**config.mk**
```make
export PLATFORM = sky130hd
export DESIGN_NAME = hdlc_host_port
export DESIGN_NICKNAME = d
export VERILOG_FILES = /design/src/verilog/hdlc_port_pkg.sv /design/src/verilog/byte_stream_if.sv /design/src/verilog/hdlc_host_port.sv /design/src/verilog/side_result.sv /design/src/verilog/stream_fifo.sv
export SDC_FILE = /design/constraint.sdc
export NUM_CORES = 1
export LEC_CHECK = 0
export BUFFER_PORTS_ARGS = -buffer_cell sky130_fd_sc_hd__buf_2
export CAP_MARGIN = 5
export CORE_ASPECT_RATIO = 0.9
export CORE_MARGIN = 1
export CORE_UTILIZATION = 36
export CTS_CLUSTER_DIAMETER = 40
export DETAILED_ROUTE_END_ITERATION = 10
export PLACE_DENSITY = 0.57
export SLEW_MARGIN = 25
export SYNTH_ARGS = -nofsm -noshare
export SYNTH_HDL_FRONTEND = slang
export SYNTH_HIERARCHICAL = 1
export SYNTH_SLANG_ARGS = --single-unit
```
**constraint.sdc**
```tcl
create_clock -name core_clk_i -period 2.97 [get_ports core_clk_i]
set_input_delay 0.297 -clock core_clk_i [delete_from_list [all_inputs] [get_ports core_clk_i]]
set_output_delay 0.297 -clock core_clk_i [all_outputs]
set_load 0.01 [all_outputs]
```
**src/verilog/hdlc_port_pkg.sv**
```systemverilog
/*
 Constants shared by the host command/result port of the serial link
 controller: host port addresses, status bit positions, widths, reset values.
 Assumes one 40 MHz clock and synchronous, single-cycle host strobes.
*/
package hdlc_port_pkg;
   localparam int DATA_W = 8;
   localparam int RES_W = 9;
   localparam int ADDR_W = 2;
   localparam int RX_FIFO_DEPTH = 4;
   localparam int CLK_PERIOD_NS = 25;

   // Host port addresses (with chip select)
   localparam logic [1:0] ADDR_CMD_STATUS = 2'h0;
   localparam logic [1:0] ADDR_PARAM_RESULT = 2'h1;
   localparam logic [1:0] ADDR_TX_RESULT = 2'h2;
   localparam logic [1:0] ADDR_RX_RESULT = 2'h3;

   // Status bit positions
   localparam int ST_CMD_BUSY = 7;
   localparam int ST_CMD_FULL = 6;
   localparam int ST_PARAM_FULL = 5;
   localparam int ST_IMM_FULL = 4;
   localparam int ST_RX_INT = 3;
   localparam int ST_TX_INT = 2;
   localparam int ST_RX_AVAIL = 1;
   localparam int ST_TX_AVAIL = 0;

   // Position of the last-byte flag in a result push word
   localparam int RES_LAST_BIT = 8;

   localparam logic [7:0] BYTE_RESET = 8'h00;
   localparam logic [7:0] UNMAPPED_READ = 8'h00;
endpackage

```
**src/verilog/byte_stream_if.sv**
```systemverilog
/*
 Valid/ready word stream between the port's own modules.
 Assumes both ends share core_clk_i; a word moves when valid and ready are high.
*/
interface byte_stream_if #(parameter int W = 8);
   logic valid;
   logic ready;
   logic [W-1:0] data;

   modport src (output valid, output data, input ready);
   modport snk (input valid, input data, output ready);
endinterface

```
**src/verilog/hdlc_host_port.sv**
```systemverilog
/*
 Host command, execution and result handshake of the serial link controller:
 command and parameter registers, immediate result register, per-direction
 completion results, interrupts, status, and the receive data FIFO.
 Assumes synchronous one-cycle host strobes and executors that obey the
 valid/ready handshakes shown on the ports.
*/
// Summary of operation
// - One command register serves both directions; one command sequence at a time.
// - Transmitter and receiver run concurrently with own interrupt and result register.
// - DMA mode moves data by requests; otherwise interrupts or status signal transfers.
// - Interrupt mode raises the interrupt of the side needing transfer or reporting.
// - Result-available reads zero for transfer requests, one for completions.
// - Status mirrors both interrupt requests for polling hosts.
// - Result phase starts on successful completion or on execution error.
// - Immediate results go only to the immediate result register, without delay.
// - Immediate result full flags a valid result; host polls it then reads.
// - Transmit and receive results use separate registers and available bits.
// - A result is one cause byte plus optional further information bytes.
// - Interrupt stays asserted until the host has read every pending result byte.
// - A transmitter operation reports exactly one result byte.
// - Receive data is read through a dedicated port selected by transfer acknowledge.
// - Command busy sets on command write, clears when last parameter or a parameterless command is accepted.
// - Parameter full sets on write, clears on take; rewriting overwrites earlier byte.
// - Available flags set on result placement and clear when the host reads.
module hdlc_host_port (
   input wire logic core_clk_i,
   input wire logic sys_rst_i,
   input wire logic ce_i,
   input wire logic host_cs_i,
   input wire logic host_rd_i,
   input wire logic host_wr_i,
   input wire logic [hdlc_port_pkg::ADDR_W-1:0] host_addr_i,
   input wire logic [hdlc_port_pkg::DATA_W-1:0] host_wdata_i,
   input wire logic rx_transfer_acknowledge_i,
   input wire logic tx_transfer_acknowledge_i,
   output logic [hdlc_port_pkg::DATA_W-1:0] host_rdata_o,
   output logic tx_interrupt_request_o,
   output logic rx_interrupt_request_o,
   input wire logic irq_transfer_mode_i,
   output logic tx_dma_req_o,
   output logic rx_dma_req_o,
   output logic cmd_valid_o,
   output logic [hdlc_port_pkg::DATA_W-1:0] cmd_byte_o,
   input wire logic cmd_take_i,
   input wire logic cmd_noparam_i,
   output logic param_valid_o,
   output logic [hdlc_port_pkg::DATA_W-1:0] param_byte_o,
   input wire logic param_take_i,
   input wire logic param_last_i,
   input wire logic imm_result_valid_i,
   input wire logic [hdlc_port_pkg::DATA_W-1:0] imm_result_i,
   input wire logic tx_xfer_req_i,
   output logic tx_data_valid_o,
   output logic [hdlc_port_pkg::DATA_W-1:0] tx_data_o,
   input wire logic tx_result_valid_i,
   input wire logic [hdlc_port_pkg::DATA_W-1:0] tx_result_i,
   output logic tx_result_ready_o,
   input wire logic rx_result_valid_i,
   input wire logic [hdlc_port_pkg::DATA_W-1:0] rx_result_i,
   input wire logic rx_result_last_i,
   output logic rx_result_ready_o,
   input wire logic rx_data_valid_i,
   input wire logic [hdlc_port_pkg::DATA_W-1:0] rx_data_i,
   output logic rx_data_ready_o
);
   typedef enum logic [1:0] {
      CMD_IDLE,
      CMD_WAIT_TAKE,
      CMD_PARAMS
   } cmd_state_e;

   cmd_state_e cmd_state_q;
   cmd_state_e cmd_state_d;
   logic [7:0] cmd_q;
   logic cmd_full_q;
   logic [7:0] param_q;
   logic param_full_q;
   logic [7:0] imm_q;
   logic imm_full_q;
   logic [7:0] rdata_q;
   logic [7:0] tx_data_q;
   logic tx_data_valid_q;

   logic [7:0] status_w;
   logic [7:0] tx_result_w;
   logic [7:0] rx_result_w;
   logic tx_avail_w;
   logic rx_avail_w;
   logic tx_int_w;
   logic rx_int_w;

   // Register access decode, shared by read and write paths
   function automatic logic reg_hit(input logic cs, input logic strobe,
                                    input logic [1:0] addr, input logic [1:0] target);
      reg_hit = cs & strobe & (addr == target);
   endfunction

   // Acknowledged transfers take priority over a register access
   wire rx_dack_rd = rx_transfer_acknowledge_i & host_rd_i;
   wire tx_dack_wr = tx_transfer_acknowledge_i & host_wr_i;
   wire reg_cs = host_cs_i & !rx_transfer_acknowledge_i & !tx_transfer_acknowledge_i;

   wire cmd_wr = reg_hit(reg_cs, host_wr_i, host_addr_i, hdlc_port_pkg::ADDR_CMD_STATUS);
   wire param_wr = reg_hit(reg_cs, host_wr_i, host_addr_i, hdlc_port_pkg::ADDR_PARAM_RESULT);
   wire status_rd = reg_hit(reg_cs, host_rd_i, host_addr_i, hdlc_port_pkg::ADDR_CMD_STATUS);
   wire imm_rd = reg_hit(reg_cs, host_rd_i, host_addr_i, hdlc_port_pkg::ADDR_PARAM_RESULT);
   wire tx_res_rd = reg_hit(reg_cs, host_rd_i, host_addr_i, hdlc_port_pkg::ADDR_TX_RESULT);
   wire rx_res_rd = reg_hit(reg_cs, host_rd_i, host_addr_i, hdlc_port_pkg::ADDR_RX_RESULT);

   wire cmd_accept = cmd_full_q & cmd_take_i & (cmd_state_q == CMD_WAIT_TAKE);
   wire param_accept = param_valid_o & param_take_i;

   // Command phase sequencing; a new command restarts the phase
   always_comb
   begin
      cmd_state_d = cmd_state_q;
      case (cmd_state_q)
         CMD_IDLE:
            if (cmd_wr)
               cmd_state_d = CMD_WAIT_TAKE;
         CMD_WAIT_TAKE:
            if (cmd_wr)
               cmd_state_d = CMD_WAIT_TAKE;
            else if (cmd_accept)
               cmd_state_d = cmd_noparam_i ? CMD_IDLE : CMD_PARAMS;
         CMD_PARAMS:
            if (cmd_wr)
               cmd_state_d = CMD_WAIT_TAKE;
            else if (param_accept && param_last_i)
               cmd_state_d = CMD_IDLE;
         default:
            cmd_state_d = CMD_IDLE;
      endcase
   end

   // Single command register shared by both directions
   always_ff @(posedge core_clk_i)
   begin
      if (sys_rst_i)
      begin
         cmd_state_q <= CMD_IDLE;
         cmd_q <= hdlc_port_pkg::BYTE_RESET;
         cmd_full_q <= 1'b0;
      end
      else if (ce_i)
      begin
         cmd_state_q <= cmd_state_d;
         if (cmd_wr)
            cmd_q <= host_wdata_i;
         cmd_full_q <= cmd_wr | (cmd_full_q & !cmd_accept);
      end
   end

   // Parameter register; a write in the take cycle still counts
   always_ff @(posedge core_clk_i)
   begin
      if (sys_rst_i)
      begin
         param_q <= hdlc_port_pkg::BYTE_RESET;
         param_full_q <= 1'b0;
      end
      else if (ce_i)
      begin
         if (param_wr)
            param_q <= host_wdata_i;
         param_full_q <= param_wr | (param_full_q & !param_accept);
      end
   end

   // Immediate result register; never loaded by the direction executors
   always_ff @(posedge core_clk_i)
   begin
      if (sys_rst_i)
      begin
         imm_q <= hdlc_port_pkg::BYTE_RESET;
         imm_full_q <= 1'b0;
      end
      else if (ce_i)
      begin
         if (imm_result_valid_i)
            imm_q <= imm_result_i;
         imm_full_q <= imm_result_valid_i | (imm_full_q & !imm_rd);
      end
   end

   assign cmd_valid_o = cmd_full_q & (cmd_state_q == CMD_WAIT_TAKE);
   assign cmd_byte_o = cmd_q;
   // Parameters are only offered once the command itself was taken
   assign param_valid_o = param_full_q & (cmd_state_q == CMD_PARAMS);
   assign param_byte_o = param_q;

   // Transmit data written through the transmit acknowledge
   always_ff @(posedge core_clk_i)
   begin
      if (sys_rst_i)
      begin
         tx_data_q <= hdlc_port_pkg::BYTE_RESET;
         tx_data_valid_q <= 1'b0;
      end
      else if (ce_i)
      begin
         if (tx_dack_wr)
            tx_data_q <= host_wdata_i;
         tx_data_valid_q <= tx_dack_wr;
      end
   end

   assign tx_data_o = tx_data_q;
   assign tx_data_valid_o = tx_data_valid_q;

   // Receive data buffering; full FIFO stalls the receiver
   byte_stream_if #(.W(hdlc_port_pkg::DATA_W)) rx_in_if ();
   byte_stream_if #(.W(hdlc_port_pkg::DATA_W)) rx_out_if ();

   assign rx_in_if.valid = rx_data_valid_i;
   assign rx_in_if.data = rx_data_i;
   assign rx_data_ready_o = rx_in_if.ready;
   assign rx_out_if.ready = rx_dack_rd;

   stream_fifo #(
      .WIDTH(hdlc_port_pkg::DATA_W),
      .DEPTH(hdlc_port_pkg::RX_FIFO_DEPTH)
   ) u_rx_fifo (
      .core_clk_i(core_clk_i),
      .sys_rst_i(sys_rst_i),
      .ce_i(ce_i),
      .in_if(rx_in_if),
      .out_if(rx_out_if)
   );

   // Per-direction completion results
   byte_stream_if #(.W(hdlc_port_pkg::RES_W)) tx_res_if ();
   byte_stream_if #(.W(hdlc_port_pkg::RES_W)) rx_res_if ();

   // Successful or failed completion both arrive as a pushed result
   assign tx_res_if.valid = tx_result_valid_i;
   assign tx_res_if.data = {1'b1, tx_result_i};
   assign tx_result_ready_o = tx_res_if.ready;
   assign rx_res_if.valid = rx_result_valid_i;
   assign rx_res_if.data = {rx_result_last_i, rx_result_i};
   assign rx_result_ready_o = rx_res_if.ready;

   side_result #(.ONE_RESULT(1'b1)) u_tx_side (
      .core_clk_i(core_clk_i),
      .sys_rst_i(sys_rst_i),
      .ce_i(ce_i),
      .res_if(tx_res_if),
      .host_read_i(tx_res_rd),
      .xfer_req_i(tx_xfer_req_i),
      .irq_mode_i(irq_transfer_mode_i),
      .result_o(tx_result_w),
      .avail_o(tx_avail_w),
      .int_o(tx_int_w)
   );

   side_result #(.ONE_RESULT(1'b0)) u_rx_side (
      .core_clk_i(core_clk_i),
      .sys_rst_i(sys_rst_i),
      .ce_i(ce_i),
      .res_if(rx_res_if),
      .host_read_i(rx_res_rd),
      .xfer_req_i(rx_out_if.valid),
      .irq_mode_i(irq_transfer_mode_i),
      .result_o(rx_result_w),
      .avail_o(rx_avail_w),
      .int_o(rx_int_w)
   );

   assign tx_interrupt_request_o = tx_int_w;
   assign rx_interrupt_request_o = rx_int_w;

   // DMA mode asks for transfers without involving the host CPU
   assign tx_dma_req_o = !irq_transfer_mode_i & tx_xfer_req_i;
   assign rx_dma_req_o = !irq_transfer_mode_i & rx_out_if.valid;

   // Status word; the interrupt bits let a polling host skip the pins
   assign status_w[hdlc_port_pkg::ST_CMD_BUSY] = (cmd_state_q != CMD_IDLE);
   assign status_w[hdlc_port_pkg::ST_CMD_FULL] = cmd_full_q;
   assign status_w[hdlc_port_pkg::ST_PARAM_FULL] = param_full_q;
   assign status_w[hdlc_port_pkg::ST_IMM_FULL] = imm_full_q;
   assign status_w[hdlc_port_pkg::ST_RX_INT] = rx_int_w;
   assign status_w[hdlc_port_pkg::ST_TX_INT] = tx_int_w;
   assign status_w[hdlc_port_pkg::ST_RX_AVAIL] = rx_avail_w;
   assign status_w[hdlc_port_pkg::ST_TX_AVAIL] = tx_avail_w;

   wire [7:0] rdata_d = rx_dack_rd ? (rx_out_if.valid ? rx_out_if.data
                                                      : hdlc_port_pkg::UNMAPPED_READ)
                      : status_rd ? status_w
                      : imm_rd ? imm_q
                      : tx_res_rd ? tx_result_w
                      : rx_res_rd ? rx_result_w
                      : hdlc_port_pkg::UNMAPPED_READ;

   // Read data held until the next read
   always_ff @(posedge core_clk_i)
   begin
      if (sys_rst_i)
         rdata_q <= hdlc_port_pkg::BYTE_RESET;
      else if (ce_i && (host_rd_i && (host_cs_i || rx_transfer_acknowledge_i)))
         rdata_q <= rdata_d;
   end

   assign host_rdata_o = rdata_q;
endmodule

```
**src/verilog/side_result.sv**
```systemverilog
/*
 Completion result register, result-available flag and interrupt request
 for one direction (transmitter or receiver) of the link controller.
 Assumes the executor pushes one result byte at a time, flagged last or not.
*/
module side_result #(
   parameter bit ONE_RESULT = 1'b0
)(
   input wire logic core_clk_i,
   input wire logic sys_rst_i,
   input wire logic ce_i,
   byte_stream_if.snk res_if,
   input wire logic host_read_i,
   input wire logic xfer_req_i,
   input wire logic irq_mode_i,
   output logic [7:0] result_o,
   output logic avail_o,
   output logic int_o
);
   logic [7:0] result_q;
   logic avail_q;
   logic more_q;

   // Next byte waits until the host has read the current one
   assign res_if.ready = !avail_q;
   wire push = res_if.valid & res_if.ready;
   wire push_last = ONE_RESULT | res_if.data[hdlc_port_pkg::RES_LAST_BIT];

   always_ff @(posedge core_clk_i)
   begin
      if (sys_rst_i)
      begin
         result_q <= hdlc_port_pkg::BYTE_RESET;
         avail_q <= 1'b0;
         more_q <= 1'b0;
      end
      else if (ce_i)
      begin
         if (push)
         begin
            result_q <= res_if.data[7:0];
            more_q <= !push_last;
         end
         avail_q <= push | (avail_q & !host_read_i);
      end
   end

   assign result_o = result_q;
   assign avail_o = avail_q;
   // Held through every unread byte, dropped only when nothing is owed
   assign int_o = avail_q | more_q | (irq_mode_i & xfer_req_i);
endmodule

```
**src/verilog/stream_fifo.sv**
```systemverilog
/*
 Small synchronous FIFO with valid/ready on both sides.
 Assumes a single clock, synchronous active-high reset and a clock enable.
*/
module stream_fifo #(
   parameter int WIDTH = 8,
   parameter int DEPTH = 4
)(
   input wire logic core_clk_i,
   input wire logic sys_rst_i,
   input wire logic ce_i,
   byte_stream_if.snk in_if,
   byte_stream_if.src out_if
);
   localparam int PTR_W = (DEPTH > 1) ? $clog2(DEPTH) : 1;
   localparam int CNT_W = $clog2(DEPTH + 1);
   localparam logic [CNT_W-1:0] FULL_CNT = CNT_W'(DEPTH);
   localparam logic [PTR_W-1:0] LAST_PTR = PTR_W'(DEPTH - 1);

   logic [WIDTH-1:0] mem_q [DEPTH];
   logic [PTR_W-1:0] wr_ptr_q;
   logic [PTR_W-1:0] rd_ptr_q;
   logic [CNT_W-1:0] count_q;

   wire push = in_if.valid & in_if.ready;
   wire pop = out_if.valid & out_if.ready;

   assign in_if.ready = (count_q != FULL_CNT);
   assign out_if.valid = (count_q != '0);
   assign out_if.data = mem_q[rd_ptr_q];

   function automatic logic [PTR_W-1:0] next_ptr(input logic [PTR_W-1:0] p);
      next_ptr = (p == LAST_PTR) ? '0 : PTR_W'(p + 1'b1);
   endfunction

   always_ff @(posedge core_clk_i)
   begin
      if (push && ce_i)
      begin
         mem_q[wr_ptr_q] <= in_if.data;
      end
   end

   always_ff @(posedge core_clk_i)
   begin
      if (sys_rst_i)
      begin
         wr_ptr_q <= '0;
         rd_ptr_q <= '0;
         count_q <= '0;
      end
      else if (ce_i)
      begin
         if (push)
            wr_ptr_q <= next_ptr(wr_ptr_q);
         if (pop)
            rd_ptr_q <= next_ptr(rd_ptr_q);
         if (push && !pop)
            count_q <= CNT_W'(count_q + 1'b1);
         else if (pop && !push)
            count_q <= CNT_W'(count_q - 1'b1);
      end
   end
endmodule
```
After elaboration in Yosys (flattened, before gate mapping)

Memories as Yosys holds them, arrays and structs flattened. A register that Yosys moved wholly into a read port is not among the register bits.
Cells that the tools add are included.
Widths: inputs -> output; s select.

Bits in registers: 72
Bits in latches: 0
Memory bits (writable): 32
Bits in read-only memories: 0
Input port bits: 61
Output and inout bits: 42
Logic and storage cells: 128
Memories: 1

Memory list:

| memory          | words | bits a word | read ports | clocked after memory_dff | write ports | line              | text |
|---|---|---|---|---|---|---|---|
| u_rx_fifo.mem_q | 4     | 8           | 1          | 1                        | 1           | stream_fifo.sv:20 | `logic [WIDTH-1:0] mem_q [DEPTH];` |

Add/subtract/negate cells: 4
Multiply operators: 0
Div/mod/pow operators: 0
Order comparisons: 0
Equal/unequal tests: 11
Shift-type cells: 0
Mux-type cells: 21
Bitwise logic cells: 38
Reductions and logical operators: 35

Operators by type and width:

| cell                | number |
|---|---|
| $mux 8              | 6 |
| $and 1x1->1         | 30 |
| $mux 2              | 10 |
| $reduce_and 2->1    | 9 |
| $logic_not 1->1     | 13 |
| $eq 2x2->1 const B  | 5 |
| $ne 3x3->1 const B  | 3 |
| $or 1x1->1          | 8 |
| $logic_and 1x1->1   | 6 |
| $mux 3              | 2 |
| $pmux 2 s3          | 1 |
| $add 2x1->2 const B | 2 |
| $eq 2x1->1 const B  | 2 |
| $logic_not 2->1     | 2 |
| $reduce_and 4->1    | 1 |
| $reduce_bool 2->1   | 2 |
| $add 3x1->3 const B | 1 |
| $reduce_bool 3->1   | 1 |
| $sub 3x1->3 const B | 1 |
| $mux 1              | 2 |
| $ne 2x2->1 const B  | 1 |
| $logic_or 1x1->1    | 1 |

Longest topological paths before layout

Gate-level depths: netlist of the first run.

Depth in word-level cells: 10
Depth in mapped cells: 9
Depth with buffers taken out: 8

Modules after synthesis

Netlist of the first run, hierarchy kept.

Modules (own cells, without submodules):

| module                  | instances | cells each | area each (um2) | seq. area each (um2) |
|---|---|---|---|---|
| hdlc_host_port          | 1         | 234        | 2,125.8         | 920.9 |
| stream_fifo             | 1         | 94         | 1,665.3         | 1,141.1 |
| side_result (u_rx_side) | 1         | 45         | 460.4           | 200.2 |
| side_result (u_tx_side) | 1         | 41         | 409.1           | 180.2 |

Worst setup path before layout of the first run

No wires, ideal clock.

Path kind: register -> register
Start point: register u_rx_fifo.count_q[2]
End point: register u_rx_fifo.count_q[2]
Setup time: 116 ps
Data arrival time: 2,060 ps
Required time: 2,854 ps
Setup slack: 794 ps
Stages on the path, launching flop included: 9
Path buffers: 0
Clock period less this slack: 2,176 ps
Cell sequence: dfxtp_1 or3_2 nand2_1 ha_1 inv_1 fa_1 xnor2_1 a21oi_1 a31o_2

Word-level cells in the longest chain between the ends: 6
Elaborated cells between the ends (all ways): 14
Classes of those cells: add/sub (2); eq/ne (1); mux (2); bitwise (2); reduce/logical (7)

RTL lines:

| item                        | line                | text |
|---|---|---|
| start, declared             | stream_fifo.sv:23   | `logic [CNT_W-1:0] count_q;` |
| start signal, assigned      | stream_fifo.sv:59   | `count_q <= CNT_W'(count_q + 1'b1);` |
| start signal, assigned      | stream_fifo.sv:61   | `count_q <= CNT_W'(count_q - 1'b1);` |
| $reduce_bool 3->1 (*)       | stream_fifo.sv:29   | `assign out_if.valid = (count_q != '0);` |
| via rx_out_if.valid         | byte_stream_if.sv:6 | `logic valid;` |
| $and 1x1->1 (*)             | stream_fifo.sv:26   | `wire pop = out_if.valid & out_if.ready;` |
| $logic_not 1->1             | stream_fifo.sv:58   | `if (push && !pop)` |
| $logic_and 1x1->1           | stream_fifo.sv:58   |  |
| $reduce_bool 2->1 (no line) | -                   |  |
| $reduce_and 2->1 (no line)  | -                   |  |

Mark *: on every way through the listed nets, which the timed path passes. The rest lies on a longest branch. The select of a mux whose other input is x is not followed.
A chain may end at the register's enable or synchronous reset.

Worst setup path after layout of the first run

Same ends and word-level chain as after synthesis.

==> metrics.txt, run 1 <==
RSZ-0062 raised after global routing no; Pwr Total 3.27 mW; Slew @ Worst Pin 0.640 ns; CP startpoint kind flip-flop; drt total wl 10.8 mm; post-route cell area 5610 um2; total congestion overflow 0; crit end category flip-flop; Root Driver clkbuf_16; HP Class in -> reg; Seq. cell area 2440 um2; gr usage total 16.6%; wire length per cell 16.0 um; fmax 0.425 GHz; CTS buffer count 9; DRC 0; largest vdd supply drop 392 uV; Post-CTS Setup Inserts 0; PnR worst setup slack 0.616 ns; Vias 3305; Crit Path Category reg -> reg; worst hold endpoint u_rx_fifo/mem_q[3][1]; placed cell count 658; fin cells 674; status finished, final reports clean; Rel. slew slack 57.3%; Worst R2R Path Depth 8; clock-pin slew on the worst setup and hold paths 0.07 ns; DPL Wire Length 7.79 mm; final setup vio count 0; setup slack, reg-to-reg 0.62 ns; Die Wd 122 um; clk_lat worst skew 0.34 ns; Max Slew Vio Count 0; Leak 2.21 nW; first-pass GRT wire length 16.7 mm; pwr dens 583 nW/um2; reg2reg start u_rx_fifo/count_q[2]; die footprint 13400 um2; number of global-route vias before repair 3222; CP Data Required Time 3.20 ns; Syn Area/Cell 11.3 um2; routed vias/inst 4.90; Hold Path Stages 1; Hold Crit Start rx_data_i[1]; routability cong. 0.787; final core occ 44.4%; pin count of the biggest net entering global routing 54; Warnings, synthesis 6; # resized after CTS 0; synthesized instance count 413; layout cell share with drive strength beyond 1 30.6%; Core Region 12600 um2; number of cell rows 39; Placement Setup Slack 0.627 ns; Starting Density 36.8%; Routed Antenna Nets 0; Layout Area Growth over Synthesis 20.5%; area of placed instances 5280 um2; Max Fanout on Critical Path 9; Max-cap violations 0; Multi-input gate area 2050 um2; Final min period 2.35 ns; R2R Path End u_rx_fifo/count_q[2]; clock sink total 106; antenna cells 0; hold buffer count at CTS 0; port bufs 102; initial antenna violation count 0; initial drt markers 205; fill count 1202; syn nets 481; Clock Path Buffers 2; Final Skew 0.00722 ns; Die Y 110 um; # nets final 573; final hold slack 0.175 ns; crit path DAT 2.58 ns; I/O Pins 103; H-tree depth 3; final hold vios 0; TNS Setup 0 ns; Final period util 79.3%; DR pass1 iterations 4; CTS tree built; synthesized area 4660 um2
==> worst max path at each step <==
stage	from	to	slack, ns	depth (start not counted)
finish	u_rx_fifo/count_q[2]	u_rx_fifo/count_q[2]	0.62	8
global route	u_rx_fifo/count_q[2]	u_rx_fifo/count_q[2]	0.51	8
CTS	u_rx_fifo/count_q[2]	u_rx_fifo/count_q[2]	0.61	8
detailed placement	u_rx_fifo/count_q[2]	u_rx_fifo/count_q[2]	0.63	8
global placement	u_rx_fifo/count_q[2]	u_rx_fifo/count_q[2]	0.72	8
floorplan	u_rx_fifo/count_q[2]	u_rx_fifo/count_q[2]	0.79	8
==> sequential cells by signal (all words and copies together) (netlist names), 2 cells and up, named ones only <==
signal	cells
u_rx_fifo/rd_ptr_q	2
u_rx_fifo/mem_q	32
u_tx_side/result_o	8
u_rx_fifo/wr_ptr_q	2
cmd_byte_o	8
u_rx_side/result_o	8
tx_data_o	8
host_rdata_o	8
u_rx_fifo/count_q	3
cmd_state_q	2
param_byte_o	8
imm_q	8
==> placed cells by master (no fill, tap or decap), drive strengths merged, types with 2 or more instances in the layout <==
cell type and instances:
buf 106, dfxtp 74, nand2 43, nand2b 36, mux2i 35, nor2 34, edfxtp 32, a21oi 26
nand3 12, mux4 12, clkbuf 11, a311oi 8, inv 7, ha 6, and2 6, mux2 6
nor2b 5, a31oi 5, nor3 5, and3 4, a22o 4, and3b 3, a221oi 3, bufinv 3
nor3b 3, xnor2 2, or3 2
==> power by group <==
| part | leakage [nW] | internal, mW | total, mW | switching (mW) |
|---|---|---|---|---|
| logic | 1.16 | 0.163 | 0.356 | 0.193 |
| clock network | 0.160 | 0.823 | 1.33 | 0.506 |
| registers | 0.893 | 1.55 | 1.59 | 0.0391 |
==> routing by layer <==
metal / GRT usage [%] / vias up / wire [um]
li1: - / 1648 / -
met1: 21.5 / 1566 / 4900
met2: 27.2 / 77 / 5260
met3: 3.94 / 14 / 473
met4: 5.82 / 0 / 172
met5: 0 / - / 0
==> worst max-delay path, cell delays in order (launching register included) <==
cell	delay [ns]
dfxtp_1	0.34
or3_2	0.58
nand2_1	0.11
ha_1	0.19
inv_1	0.07
fa_1	0.43
xnor2_1	0.20
a21oi_1	0.10
a31o_2	0.23
==> area by class of cell <==
cell class                      count  share of cell area [%]
Multi-Input combinational cell    275                    36.5
Sequential cell                   106                    43.5
Clock inverter                      5                    1.83
Timing Repair Buffer              106                    9.85
Inverter                            7                   0.468
Tap cell                          164                    3.66
Clock buffer                       11                    4.15
Power figures use the tool's default switching activity.
==> run 2, diff against run 1 <==
clock period = 2.4 ns   (was 2.97 ns; I/O delays follow)
==> run 2 against run 1 <==
Worst hold slack got worse by 0.057 ns. Cell area shrank 0.45%. Sequential power rose by 23%. Utilization down 0.20 points. Die area is the same. Worst setup slack worse by 0.48 ns. Critical path depth did not move. Combinational power grew 26%. Cell count increased by 0.15%. Non-clock buffer count rose by 1. Critical endpoint unchanged. Largest power group unchanged.
==> metrics.txt, run 2 (synthesized netlist as in run 1, its figures left out) <==
hold buffer count at CTS 0; clk_lat worst skew 0.34 ns; number of global-route vias before repair 3135; RSZ-0062 raised after global routing no; wire length per cell 15.8 um; most frequent cells in the layout buf_2, dfxtp_1, nand2_1, nand2b_1, mux2i_1; crit path DAT 2.50 ns; Die Wd 122 um; pin count of the biggest net entering global routing 65; gr usage total 16.4%; fmax 0.442 GHz; # resized after CTS 0; CTS buffer count 9; Max Fanout on Critical Path 5; port bufs 102; Layout Area Growth over Synthesis 20.0%; Slew @ Worst Pin 0.593 ns; Seq pwr share 50.2%; DRC 0; met2 Use GR 27.1%; NetSw 905 uW; Root Driver clkbuf_16; drt total wl 10.7 mm; Max-cap violations 0; CP startpoint kind flip-flop; Hold Crit Start rx_data_i[7]; total congestion overflow 0; TNS Setup 0 ns; HP Class in -> reg; Clk pwr share 38.2%; Crit Path Category reg -> reg; routed vias/inst 4.91; antenna cells 0; Final min period 2.26 ns; Die Y 110 um; number of cell rows 39; Leak 2.20 nW; Worst path max stage delay 0.51 ns; clock sink total 106; first-pass GRT wire length 16.4 mm; Most flops, register u_rx_fifo/mem_q; Seq. cell area 2440 um2; worst hold endpoint u_rx_fifo/mem_q[0][7]; crit path cell chain or3_2 > nand2_1 > ha_1 > inv_1 > fa_1 > xnor2_1 > a21oi_1 > a31o_2; final setup vio count 0; CP Data Required Time 2.63 ns; met1 Resource Use GR 21.2%; # nets final 574; initial antenna violation count 0; Routed Antenna Nets 0; Internal Power 3.00 mW; largest vdd supply drop 442 uV; Worst R2R Path Depth 8; fill count 1213; final hold vios 0; crit end category flip-flop; Final period util 94.2%; Rel. slew slack 60.3%; max FFs per register 32; Net Sw Frac 23.2%; Multi-input gate area 2050 um2; initial drt markers 235; Clock Path Buffers 2; R2R Path End u_rx_fifo/count_q[2]; Final Skew 0.00413 ns; DR pass1 iterations 6; GRT busiest layer met2; Hold Path Stages 1; DPL Wire Length 7.67 mm; reg2reg start u_rx_fifo/count_q[2]; clock-pin slew on the worst setup and hold paths 0.07 ns; Core Region 12600 um2; H-tree depth 3; Post-CTS Setup Inserts 0; Vias 3311; Starting Density 36.8%; pwr dens 699 nW/um2; Top delay family on crit path adder cells; routing usage on met3 3.94%; Max Slew Vio Count 0; CTS tree built; worst path bufs/invs 1; layout cell share with drive strength beyond 1 30.3%; die footprint 13400 um2; routability cong. 0.772; I/O Pins 103; Comb power frac 11.5%; status finished, final reports clean; setup slack, reg-to-reg 0.14 ns; most common cell after layout, fill and taps aside buf_2; Pwr Total 3.90 mW; Crit-path slowest cell or3_2
==> run 2: per-stage QoR <==
step / instances / worst slack [ns] / hold slack (ns) / instance area [um2] / utilization, %
6_report: 675 / 0.140 / 0.117 / 5590 / 44.2
3_3_place_gp: 659 / 0.241 / 0.441 / 5290 / 41.8
2_1_floorplan: 413 / 0.224 / 0.339 / 4660 / -
4_1_cts: 675 / 0.123 / 0.104 / 5590 / 44.2
3_5_place_dp: 659 / 0.137 / 0.447 / 5290 / 41.8
5_1_grt: 675 / 0.00137 / 0.108 / 5590 / 44.2
==> run 2: worst max path at each step <==
stage,startpoint,cells after the start,to,slack [ns]
after floorplan,u_rx_fifo/count_q[2],8,u_rx_fifo/count_q[2],0.22
after global placement,u_rx_fifo/count_q[2],8,u_rx_fifo/count_q[2],0.24
after detailed placement,u_rx_fifo/count_q[2],8,u_rx_fifo/count_q[2],0.14
after CTS,u_rx_fifo/count_q[2],8,u_rx_fifo/count_q[2],0.12
after global routing,u_rx_fifo/count_q[2],8,u_rx_fifo/count_q[2],0.001
final,u_rx_fifo/count_q[2],8,u_rx_fifo/count_q[2],0.14
==> run 2: area by class of cell <==
| cell class | instances | share of cell area [%] |
|---|---|---|
| sequential | 106 | 43.7 |
| multi-input combinational | 275 | 36.7 |
| timing repair buffer | 107 | 10.0 |
| clock buffer | 14 | 4.75 |
| tap | 164 | 3.67 |
| clock inverter | 2 | 0.672 |
| inverter | 7 | 0.470 |
==> run 2: power groups by stage <==
stage / Combinational (mW) / Clock (mW) / Sequential (mW)
3_3_place_gp: 0.442 / 0 / 2.00
3_5_place_dp: 0.453 / 0 / 2.00
4_1_cts: 0.456 / 1.54 / 1.96
2_1_floorplan: 0.287 / 0 / 1.99
6_report: 0.450 / 1.49 / 1.96
5_1_grt: 0.499 / 1.61 / 1.97
==> run 2: layer usage <==
layer  wire (um)  share of wire (%)
met4         111                1.0
met3         574                5.4
met2        5240                 49
met1        4740                 44
met5           0                  0
==> run 3, diff against run 2 <==
CELL_PAD_IN_SITES_DETAIL_PLACEMENT = 0   (was default)
CELL_PAD_IN_SITES_GLOBAL_PLACEMENT = 1   (was default)
PLACE_DENSITY = 0.69   (was 0.57)
SETUP_SLACK_MARGIN = 0.2   (was default)
==> run 3 against run 2 <==
First-iteration DRC count is 14% lower. Utilization is 0.24 points higher. Via count is 0.79% higher. Critical path depth stayed put. Clock power hardly changed. Wire length is 0.93% higher. Cell count stayed put. Clock-buffer cell count is 5 lower. Combinational power is 4% higher. Sequential cell count stayed put. Die area stayed put. Critical path type unchanged. Largest cell class unchanged.
==> metrics.txt, run 3 (synthesized netlist as in run 1, its figures left out) <==
status finished, final reports clean; Final min period 2.10 ns; Root Driver clkbuf_16; I/O Pins 103; clock sink total 106; gr usage total 16.6%; routability cong. 0.751; pin count of the biggest net entering global routing 49; Max Fanout on Critical Path 5; Clock Path Buffers 2; CP startpoint kind flip-flop; Die Wd 122 um; fill count 1197; Rel. slew slack 55.4%; Post-CTS Setup Inserts 0; largest vdd supply drop 443 uV; Final period util 87.5%; antenna cells 0; # nets final 574; HP Class in -> reg; first-pass GRT wire length 16.6 mm; clock-pin slew on the worst setup and hold paths 0.08 ns; die footprint 13400 um2; RSZ-0062 raised after global routing no; crit path cell chain or3_2 > nand2_1 > ha_4 > inv_1 > fa_2 > xnor2_2 > a21oi_1 > a31o_2; DR pass1 iterations 4; initial antenna violation count 0; Routed Antenna Nets 0; routed vias/inst 4.94; drt total wl 10.8 mm; Most flops, register u_rx_fifo/mem_q; pwr dens 701 nW/um2; layout cell share with drive strength beyond 1 32.1%; Crit Path Category reg -> reg; fmax 0.476 GHz; Final Skew 0.00996 ns; final hold vios 0; Vias 3337; Max Slew Vio Count 0; Layout Area Growth over Synthesis 20.6%; max FFs per register 32; CP Data Required Time 2.64 ns; total congestion overflow 0; most common cell after layout, fill and taps aside buf_2; Pwr Total 3.94 mW; DRC 0; clk_lat worst skew 0.35 ns; number of cell rows 39; H-tree depth 3; most frequent cells in the layout buf_2, dfxtp_1, nand2_1, nand2b_1, mux2i_1; Hold Path Stages 1; number of global-route vias before repair 3115; Slew @ Worst Pin 0.669 ns; TNS Setup 0 ns; CTS tree built; DPL Wire Length 7.77 mm; Core Region 12600 um2; Starting Density 36.8%; Worst path max stage delay 0.50 ns; wire length per cell 15.9 um; final core occ 44.5%; crit end category flip-flop; final setup vio count 0; Worst R2R Path Depth 8; initial drt markers 201; Die Y 110 um; crit path DAT 2.34 ns; Crit-path slowest cell or3_2; CTS buffer count 9; Leak 2.20 nW; port bufs 102; Max-cap violations 0
## run 3: cell type report
| type | instances | area [um2] | share of cell area (%) |
|---|---|---|---|
| clock buffer | 9 | 225 | 4.01 |
| clock inverter | 7 | 82.6 | 1.47 |
| inverter | 7 | 26.3 | 0.468 |
| multi-input combinational | 275 | 2070 | 36.9 |
| sequential | 106 | 2440 | 43.5 |
| tap | 164 | 205 | 3.65 |
| timing repair buffer | 107 | 561 | 9.98 |
## run 3: routing by layer
metal  part of all wire (%)  global-route usage, %  wire [um]  vias up
met5                      0                      0          0        -
met4                    1.1                   5.20        114        0
met2                     49                   27.4       5310       76
met3                    4.4                   4.25        473        9
li1                       -                      -          -     1654
met1                     45                   21.3       4860     1598
## run 3: stage by stage
stage                     instance area (um2)  worst slack [ns]  std cells  hold WS, ns
after global placement                   5290             0.241        659        0.439
final                                    5620             0.301        675        0.102
after floorplan                          4660             0.224        413        0.339
after CTS                                5600             0.216        675       0.0902
after global routing                     5620             0.190        675       0.0931
after detailed placement                 5290             0.185        659        0.446
## run 3: report_power, final
group          switching, mW  leakage (nW)  internal [mW]  total, mW
registers             0.0497         0.894           1.91       1.96
clock network          0.681         0.145          0.828       1.51
logic                  0.246          1.17          0.222      0.468
total                  0.977          2.20           2.96       3.94
## run 3: worst max-delay path: cells and delay by family (launching register included)
kind	cells	cell delay, ns
buf+inv	1	0.05
simple gates	2	0.63
xor+xnor	1	0.15
flops	1	0.34
compound gates	2	0.32
fa+ha+maj	2	0.51
## run 3: worst paths after layout
kind | from | endpoint | slack (ns)
setup / recovery | u_rx_fifo/count_q[2] | u_rx_fifo/count_q[2] | 0.30
hold / removal | rx_data_i[1] | u_rx_fifo/mem_q[0][1] | 0.10
setup reg to reg | u_rx_fifo/count_q[2] | u_rx_fifo/count_q[2] | 0.30
hold reg to reg | tx_data_o[3] | tx_data_o[3] | 0.45
## run 3: what timing repair did
| item | 4_1_cts | 5_1_grt |
|---|---|---|
| endpoints found under the setup margin | 1 | 1 |
| pin swaps | 1 | 2 |
| resized for setup | 4 | 2 |
| hold buffers | 0 | 0 |
